### config.mk
export PLATFORM = sky130hd
export DESIGN_NAME = dwupb_param_bank
export DESIGN_NICKNAME = d
export VERILOG_FILES = /design/src/include/dwupb_pkg.sv /design/src/verilog/dwupb_latch_bit.sv /design/src/verilog/dwupb_param_bank.sv
export VERILOG_INCLUDE_DIRS = /design/src /design/src/include
export SDC_FILE = /design/constraint.sdc
export NUM_CORES = 1
export LEC_CHECK = 0
export BUFFER_PORTS_ARGS = -buffer_cell sky130_fd_sc_hd__buf_2
export CORE_ASPECT_RATIO = 1.1
export CORE_MARGIN = 3
export CORE_UTILIZATION = 35
export CTS_BUF_LIST = sky130_fd_sc_hd__clkbuf_8
export DETAILED_ROUTE_END_ITERATION = 7
export PLACE_DENSITY = 0.58
export SLEW_MARGIN = 30
export SYNTH_ARGS = -nofsm -noshare
export SYNTH_HDL_FRONTEND = slang
export SYNTH_SLANG_ARGS = --single-unit
export TNS_END_PERCENT = 100
### constraint.sdc
create_clock -name clk_in -period 1.3 [get_ports clk_in]
set_clock_uncertainty 0.2 [all_clocks]
set_input_delay 0.13 -clock clk_in [delete_from_list [all_inputs] [get_ports clk_in]]
set_output_delay 0.13 -clock clk_in [all_outputs]
set_load 0.05 [all_outputs]
### src/include/dwupb_defines.svh
`ifndef DWUPB_DEFINES_SVH
`define DWUPB_DEFINES_SVH

// ---------------------------------------------------------------
// parameter addresses (fieldbus word addresses)
// ---------------------------------------------------------------
`define DWUPB_ADDR_USER1      16'h013e
`define DWUPB_ADDR_USER2      16'h0140
`define DWUPB_ADDR_USER3      16'h0142
`define DWUPB_ADDR_USER4      16'h0144
`define DWUPB_ADDR_HOME_REQ   16'h062c
`define DWUPB_ADDR_PRESENT    16'h1c16
`define DWUPB_ADDR_STICKY     16'h1c18
`define DWUPB_ADDR_VOLT_UTIL  16'h1e26

// ---------------------------------------------------------------
// reset values and homing flag write limit
// ---------------------------------------------------------------
`define DWUPB_RST_USER        32'h0000_0000
`define DWUPB_RST_HOME_REQ    1'h0
`define DWUPB_HOME_REQ_MAX    32'h0000_0001

// ---------------------------------------------------------------
// warning bit positions
// ---------------------------------------------------------------
`define DWUPB_WB_GENERAL      0
`define DWUPB_WB_STAGE_HOT    1
`define DWUPB_WB_MOTOR_HOT    2
`define DWUPB_WB_RSVD_LO      3
`define DWUPB_WB_STAGE_OVL    4
`define DWUPB_WB_MOTOR_OVL    5
`define DWUPB_WB_BRAKE_OVL    6
`define DWUPB_WB_CAN          7
`define DWUPB_WB_ENCODER      8
`define DWUPB_WB_RS485        9
`define DWUPB_WB_SAFE_TORQUE  10
`define DWUPB_WB_UNDERVOLT    11
`define DWUPB_WB_LEGACY_BUS   12
`define DWUPB_WB_CAPTURE      13
`define DWUPB_WB_ETHERNET     14
`define DWUPB_WB_RSVD_HI      15

// reserved bits held at zero, self-clearing bits
`define DWUPB_WARN_VALID_MASK 16'h7ff7
`define DWUPB_WARN_AUTO_MASK  16'h2c00
`define DWUPB_WARN_ZERO       16'h0000

// restore slot indices
`define DWUPB_SLOT_USER1      3'h0
`define DWUPB_SLOT_USER2      3'h1
`define DWUPB_SLOT_USER3      3'h2
`define DWUPB_SLOT_USER4      3'h3
`define DWUPB_SLOT_HOME_REQ   3'h4

`endif

### src/include/dwupb_pkg.sv
package dwupb_pkg;
   typedef logic [15:0]        dwupb_addr_t;
   typedef logic [31:0]        dwupb_word_t;
   typedef logic [15:0]        dwupb_warn_t;
   typedef logic signed [15:0] dwupb_util_t;
   typedef logic [2:0]         dwupb_slot_t;
endpackage : dwupb_pkg

### src/verilog/dwupb_latch_bit.sv
`timescale 1ns/1ps
module dwupb_latch_bit #(
   parameter bit AUTO_CLEAR = 1'b0,
   parameter bit VALID      = 1'b1
) (
   input  wire logic clk_in,
   input  wire logic rst_n_in,
   input  wire logic ce_in,
   input  wire logic cond_in,
   input  wire logic fault_reset_in,
   output logic      present_out,
   output logic      sticky_out
);
   logic cond_v;
   logic hold;
   logic latch_d;
   logic latch_q;

   assign cond_v      = VALID & cond_in;
   // condition wins over a simultaneous fault reset so no event is lost
   assign hold        = ~fault_reset_in & (~AUTO_CLEAR | cond_v);
   assign latch_d     = cond_v | (latch_q & hold);
   assign present_out = cond_v;
   assign sticky_out  = latch_q;

   always_ff @(posedge clk_in or negedge rst_n_in) begin
      if (!rst_n_in) begin
         latch_q <= 1'b0;
      end else if (ce_in) begin
         latch_q <= latch_d;
      end
   end
endmodule : dwupb_latch_bit

### src/verilog/dwupb_param_bank.sv
`timescale 1ns/1ps
`include "dwupb_defines.svh"
module dwupb_param_bank (
   input  wire logic                  clk_in,
   input  wire logic                  rst_n_in,
   input  wire logic                  ce_in,
   input  wire dwupb_pkg::dwupb_addr_t param_addr_in,
   input  wire logic                  param_rd_in,
   input  wire logic                  param_wr_in,
   input  wire dwupb_pkg::dwupb_word_t param_wdata_in,
   output dwupb_pkg::dwupb_word_t      param_rdata_out,
   output logic                       param_ack_out,
   output logic                       param_err_out,
   input  wire logic                  restore_valid_in,
   input  wire dwupb_pkg::dwupb_slot_t restore_slot_in,
   input  wire dwupb_pkg::dwupb_word_t restore_data_in,
   output dwupb_pkg::dwupb_word_t      user_word_1_out,
   output dwupb_pkg::dwupb_word_t      user_word_2_out,
   output dwupb_pkg::dwupb_word_t      user_word_3_out,
   output dwupb_pkg::dwupb_word_t      user_word_4_out,
   output logic                       homing_required_out,
   input  wire dwupb_pkg::dwupb_warn_t warn_cond_in,
   input  wire logic                  fault_reset_in,
   input  wire dwupb_pkg::dwupb_util_t volt_util_in,
   input  wire logic                  homing_done_in,
   input  wire logic                  abs_move_req_in,
   output logic                       abs_move_ok_out,
   output logic                       abs_move_reject_out,
   output dwupb_pkg::dwupb_warn_t      present_warn_out,
   output dwupb_pkg::dwupb_warn_t      sticky_warn_out
);
   import dwupb_pkg::*;

   // ---------------------------------------------------------------
   // state
   // ---------------------------------------------------------------
   dwupb_word_t user_q [0:3];
   dwupb_word_t user_d [0:3];
   logic        home_req_q;
   logic        home_req_d;
   dwupb_word_t rdata_q;
   dwupb_word_t rdata_d;
   logic        ack_q;
   logic        err_q;
   logic        err_d;
   dwupb_warn_t present_w;
   dwupb_warn_t sticky_w;

   // ---------------------------------------------------------------
   // address decode
   // ---------------------------------------------------------------
   logic sel_u1;
   logic sel_u2;
   logic sel_u3;
   logic sel_u4;
   logic sel_home;
   logic sel_pres;
   logic sel_stick;
   logic sel_util;
   logic sel_rw;
   logic sel_any;
   logic req;
   logic wr_ok;
   logic home_bad;

   assign sel_u1    = (param_addr_in == `DWUPB_ADDR_USER1);
   assign sel_u2    = (param_addr_in == `DWUPB_ADDR_USER2);
   assign sel_u3    = (param_addr_in == `DWUPB_ADDR_USER3);
   assign sel_u4    = (param_addr_in == `DWUPB_ADDR_USER4);
   assign sel_home  = (param_addr_in == `DWUPB_ADDR_HOME_REQ);
   assign sel_pres  = (param_addr_in == `DWUPB_ADDR_PRESENT);
   assign sel_stick = (param_addr_in == `DWUPB_ADDR_STICKY);
   assign sel_util  = (param_addr_in == `DWUPB_ADDR_VOLT_UTIL);
   assign sel_rw    = sel_u1 | sel_u2 | sel_u3 | sel_u4 | sel_home;
   assign sel_any   = sel_rw | sel_pres | sel_stick | sel_util;
   assign req       = param_rd_in | param_wr_in;
   // flag accepts only 0 or 1; anything larger is refused unchanged
   assign home_bad  = sel_home & (param_wdata_in > `DWUPB_HOME_REQ_MAX);
   assign wr_ok     = param_wr_in & sel_rw & ~home_bad;

   // ---------------------------------------------------------------
   // writable parameters
   // ---------------------------------------------------------------
   logic [3:0] u_wr;
   logic [3:0] u_rs;

   assign u_wr = {sel_u4, sel_u3, sel_u2, sel_u1} & {4{wr_ok}};
   assign u_rs[0] = restore_valid_in & (restore_slot_in == `DWUPB_SLOT_USER1);
   assign u_rs[1] = restore_valid_in & (restore_slot_in == `DWUPB_SLOT_USER2);
   assign u_rs[2] = restore_valid_in & (restore_slot_in == `DWUPB_SLOT_USER3);
   assign u_rs[3] = restore_valid_in & (restore_slot_in == `DWUPB_SLOT_USER4);

   // fieldbus write wins over a simultaneous restore from storage
   genvar gi;
   generate
      for (gi = 0; gi < 4; gi++) begin : g_user
         assign user_d[gi] = u_wr[gi] ? param_wdata_in :
                             u_rs[gi] ? restore_data_in : user_q[gi];
         always_ff @(posedge clk_in or negedge rst_n_in) begin
            if (!rst_n_in) begin
               user_q[gi] <= `DWUPB_RST_USER;
            end else if (ce_in) begin
               user_q[gi] <= user_d[gi];
            end
         end
      end
   endgenerate

   logic home_rs;
   assign home_rs    = restore_valid_in &
                       (restore_slot_in == `DWUPB_SLOT_HOME_REQ);
   assign home_req_d = (wr_ok & sel_home) ? param_wdata_in[0] :
                       home_rs ? restore_data_in[0] : home_req_q;

   always_ff @(posedge clk_in or negedge rst_n_in) begin
      if (!rst_n_in) begin
         home_req_q <= `DWUPB_RST_HOME_REQ;
      end else if (ce_in) begin
         home_req_q <= home_req_d;
      end
   end

   // ---------------------------------------------------------------
   // warning bits
   // ---------------------------------------------------------------
   // one cell per bit; the masks fix the bit map and self-clear set
   localparam dwupb_warn_t AUTO_MASK  = `DWUPB_WARN_AUTO_MASK;
   localparam dwupb_warn_t VALID_MASK = `DWUPB_WARN_VALID_MASK;
   generate
      for (gi = 0; gi < 16; gi++) begin : g_warn
         dwupb_latch_bit #(
            .AUTO_CLEAR (AUTO_MASK[gi]),
            .VALID      (VALID_MASK[gi])
         ) u_bit (
            .clk_in         (clk_in),
            .rst_n_in       (rst_n_in),
            .ce_in          (ce_in),
            .cond_in        (warn_cond_in[gi]),
            .fault_reset_in (fault_reset_in),
            .present_out    (present_w[gi]),
            .sticky_out     (sticky_w[gi])
         );
      end
   endgenerate

   // ---------------------------------------------------------------
   // absolute positioning gate
   // ---------------------------------------------------------------
   // homing_done_in is owned by the motion core; only gated here
   logic abs_allowed;
   assign abs_allowed = ~home_req_q | homing_done_in;
   assign abs_move_ok_out     = abs_move_req_in & abs_allowed;
   assign abs_move_reject_out = abs_move_req_in & ~abs_allowed;

   // ---------------------------------------------------------------
   // read mux and answer
   // ---------------------------------------------------------------
   dwupb_word_t util_ext;
   assign util_ext = {{16{volt_util_in[15]}}, volt_util_in};

   assign rdata_d =
      ~(param_rd_in & sel_any) ? rdata_q :
      sel_u1    ? user_q[0] :
      sel_u2    ? user_q[1] :
      sel_u3    ? user_q[2] :
      sel_u4    ? user_q[3] :
      sel_home  ? {31'h0000_0000, home_req_q} :
      sel_pres  ? {16'h0000, present_w} :
      sel_stick ? {16'h0000, sticky_w} :
      util_ext;

   // reads of unknown parameters and writes of unknown or read-only parameters answer err
   assign err_d = (param_rd_in & ~sel_any) |
                  (param_wr_in & (~sel_rw | home_bad));

   always_ff @(posedge clk_in or negedge rst_n_in) begin
      if (!rst_n_in) begin
         rdata_q <= 32'h0000_0000;
         ack_q   <= 1'b0;
         err_q   <= 1'b0;
      end else if (ce_in) begin
         rdata_q <= rdata_d;
         ack_q   <= req;
         err_q   <= req & err_d;
      end
   end

   assign param_rdata_out     = rdata_q;
   assign param_ack_out       = ack_q;
   assign param_err_out       = err_q;
   assign user_word_1_out     = user_q[0];
   assign user_word_2_out     = user_q[1];
   assign user_word_3_out     = user_q[2];
   assign user_word_4_out     = user_q[3];
   assign homing_required_out = home_req_q;
   assign present_warn_out    = present_w;
   assign sticky_warn_out     = sticky_w;
endmodule : dwupb_param_bank
==> PnR_summary.wiki <==
{| class="wikitable"
! Metric !! Value
|-
| Switching component of the power || 0.01056 W
|-
| Global-route layer with the greatest usage || met2
|-
| Violation count after the first detailed-routing iteration || 1427
|-
| Most area-hungry cell type in the Yosys netlist || sky130_fd_sc_hd__dfrtp_1
|-
| Placed insts || 1895
|-
| CTS Root Cell || sky130_fd_sc_hd__clkbuf_8
|-
| Count of max-cap constraint violations || 0
|-
| Setup slack of the critical path after layout || -1.026 ns
|-
| Initial antenna violation count || 2
|-
| Fraction of layout instances using a drive strength above 1 || 0.5806
|-
| Syn. warnings || 0
|-
| Result of the run || complete, but fails checks
|-
| Part of the total power dissipated in the clock network || 0.172
|-
| Pre-Repair DR Iteration Count || 5
|-
| Final Slew Violations || 0
|-
| Proportion of register bits with asynchronous set or reset after synthesis || 1.000
|-
| Die Wd || 166.7 µm
|-
| Maximum clock rate || 0.4299 GHz
|-
| Switching fraction of total power || 0.4394
|-
| Number of global-route vias before repair || 12200
|-
| Commonest non-fill, non-tap cell in the layout || sky130_fd_sc_hd__buf_4
|-
| Number of different library cells in the post-synthesis netlist || 70
|-
| Clock tree from TritonCTS || done
|-
| Origin of the worst setup path || param_addr_in[9]
|-
| Remaining number of nets flagged by the antenna check after routing || 0
|-
| Syn Inst Count || 1144
|-
| Clock latency on the worst-skew pair || 0.48 ns
|-
| Met2 track demand over resource in global routing || 0.5469
|-
| Height of the chip || 182.8 µm
|-
| Core region area || 0.02787 mm²
|-
| Beginning of the worst hold path || warn_cond_in[0]
|-
| Synth top area share || 0.4504
|-
| Post-DR wirelength/cell || 26.56 µm
|-
| Share of the cycle needed by the critical path after routing || 1.789
|-
| Power Dens Cells || 1175 mW/mm²
|-
| Number of H-tree branching levels || 4
|-
| Area of the mapped netlist || 0.009946 mm²
|-
| Most used cells in the layout excluding fill and tap cells || sky130_fd_sc_hd__buf_4, sky130_fd_sc_hd__buf_6, sky130_fd_sc_hd__dfrtp_1, sky130_fd_sc_hd__buf_2, sky130_fd_sc_hd__nor2_1
|-
| Shortest period the worst path allows || 2.326 ns
|-
| Global-route wire length before repair || 74270 µm
|-
| NumNets Final || 1991
|-
| RSZ-0062 raised after global routing || true
|-
| Cell-internal power || 0.01347 W
|-
| Clock sink total || 179
|-
| Post-synth EDFFs || 0
|-
| Overall via count from detail_route || 13760
|-
| Weighted congestion reported at the end of routability-driven placement || 0.8976
|-
| M1 GR Usage || 0.3865
|-
| Remaining Overflow, GRT || 0
|-
| Commonest register cell after synthesis || sky130_fd_sc_hd__dfrtp_1
|-
| Number of placement rows || 64
|-
| Post-layout instance count excluding filler cells || 2243
|-
| Total placed instance area || 0.01336 mm²
|-
| Total of flip-flops plus latches after synthesis || 179
|-
| Global-route total usage across every layer || 0.3161
|-
| Violated checks || negative setup slack
|-
| Worst Tran Pin Value || 0.6598 ns
|-
| Post-route worst hold slack || 0.01193 ns
|-
| Post-synthesis area per instance || 8.694 µm²
|-
| Ranking of synthesized cells by area || sky130_fd_sc_hd__dfrtp_1, sky130_fd_sc_hd__nor2_1, sky130_fd_sc_hd__a211oi_1, sky130_fd_sc_hd__a21oi_1, sky130_fd_sc_hd__o22ai_1
|-
| Number of buffers on the longest clock path || 2
|-
| Startpoint of the worst register-to-register path || user_word_3_out[29]
|-
| Critical-path maximum fanout || 8
|-
| Fin. Hold Viols || 0
|-
| Post-Layout Inst Area || 0.02045 mm²
|-
| Proportion of synthesized chip area in sequential cells || 0.4504
|-
| Critical path data arrival time || 2.49 ns
|-
| Met3 layer usage reported by global route || 0.06661
|-
| Area growth from synthesis to final layout || 105.7%
|-
| Number of buffers inserted during clock tree synthesis || 17
|-
| Combinational power share || 0.506
|-
| Starting utilization of the core area || 0.3569
|-
| Setup crit end kind || flip-flop
|-
| Static leakage power || 8.673 nW
|-
| DR DRC count || 0
|-
| Max IR drop VDD || 0.9950 mV
|-
| Pwr Total || 0.02402 W
|-
| Post-Route WL || 59580 µm
|-
| Top-level port count || 321
|-
| Critical path class || in2reg
|-
| Count of input and output buffers || 316
|-
| Core occupancy in the finished layout || 0.7340
|-
| Register clock-pin slew on the reported worst setup and hold paths || 0.11 ns
|-
| Via count normalized by instance count || 6.134
|-
| Largest net degree at the start of global routing || 58
|-
| Setup crit start kind || primary input
|-
| Kind of path behind the tightest hold check || in2reg
|-
| Half-perimeter wire length of the detailed placement result || 31870 µm
|-
| Finish-stage setup viols || 343
|-
| Die footprint || 0.03048 mm²
|-
| Remaining max-slew budget at the tightest pin || 0.5587
|-
| Worst endpoint required time || 1.46 ns
|-
| Sequential cell fraction of total power || 0.322
|-
| Fill cell instance count of the final layout || 1777
|}
==> repair_timing <==
item / in CTS / in global routing
buffers inserted: 36 / 156
cloned: 17 / 12
pin swaps: 79 / 81
endpoints found under the hold margin: 339 / 0
endpoints found under the setup margin: 343 / 343
resized for setup: 192 / 887
hold buffers: 101 / 0
==> per-stage QoR <==
step	worst slack, ns	TNS (ns)
after global routing	-1.016	-172.24
after floorplan	-1.241	-169.49
after CTS	-0.9510	-172.31
after detailed placement	-1.573	-230.93
final	-1.026	-163.90
after global placement	-1.508	-228.68
==> cell families (layout without fill, tap and decap cells) <==
| group | after synthesis | after routing | share of synthesized area |
|---|---|---|---|
| mux | 5 | 5 | 0.005409 |
| compound gates | 379 | 379 | 0.2526 |
| other cells | 1 | 3 | 0.0003770 |
| simple gates | 452 | 453 | 0.2239 |
| buf+inv | 128 | 861 | 0.06730 |
| flops | 179 | 179 | 0.4504 |
==> cells in the mapped netlist, drive strengths merged (4+ instances only) <==
cell / count
dfrtp: 179
buf: 72
a22o: 11
a21boi: 4
clkbuf: 52
o221a: 13
and2: 6
a211oi: 65
o22ai: 64
nand3: 37
nand2b: 17
or2: 9
nor4: 12
nor2: 155
o21ai: 61
inv: 4
a221oi: 16
nand2: 79
o211ai: 19
a21oi: 97
a22oi: 14
nor3: 77
nor2b: 33
==> sequential cells by signal, summed over array words and instances (netlist names) <==
register	flops
user_word_3_out	32
user_word_4_out	32
homing_required_out	1
param_ack_out	1
g_warn.u_bit.sticky_out	16
user_word_2_out	32
param_err_out	1
param_rdata_out	32
user_word_1_out	32
==> routing by layer <==
| layer | vias up | share of wire |
|---|---|---|
| met3 | 344 | 0.11 |
| met1 | 6695 | 0.34 |
| li1 | 5654 | - |
| met4 | 2 | 0.074 |
| met2 | 1063 | 0.48 |
| met5 | - | 0.00015 |
==> layout make-up <==
cell class,instances,area [µm²],area share
multi-input combinational,839,6728,0.3289
timing repair buffer,826,8356,0.4085
clock inverter,14,165.2,0.008074
tap,363,454.2,0.02220
inverter,4,15.01,0.0007340
clock buffer,17,234.0,0.01144
sequential,179,4501,0.2200
antenna,1,2.502,0.0001223
==> power groups by stage <==
stage | registers, W | clock network, W | logic (W)
2_1_floorplan | 0.0108 | 0 | 0.00176
3_3_place_gp | 0.00757 | 0 | 0.00772
3_5_place_dp | 0.00759 | 0 | 0.00778
4_1_cts | 0.00751 | 0.00412 | 0.00838
5_1_grt | 0.00783 | 0.00437 | 0.0125
6_report | 0.00774 | 0.00413 | 0.0122
==> critical path, stage by stage <==
cell and delay, ns:
sky130_fd_sc_hd__buf_6 0.10, sky130_fd_sc_hd__or4_4 0.51, sky130_fd_sc_hd__or4b_4 0.56, sky130_fd_sc_hd__or4_4 0.58
sky130_fd_sc_hd__o221a_1 0.30, sky130_fd_sc_hd__a21oi_2 0.21, sky130_fd_sc_hd__o21ai_1 0.10
==> worst paths after layout <==
path	slack [ns]	to	depth (start not counted)
setup / recovery	-1.03	param_rdata_out[11]	7
hold / removal	0.01	param_rdata_out[0]	5
setup reg to reg	-0.30	param_rdata_out[29]	5
hold reg to reg	0.33	param_rdata_out[0]	2
max in group asynchronous	0.35	user_word_3_out[14]	3
min in group asynchronous	0.04	user_word_4_out[9]	3
No activity file was read; power rests on OpenSTA's default activity.
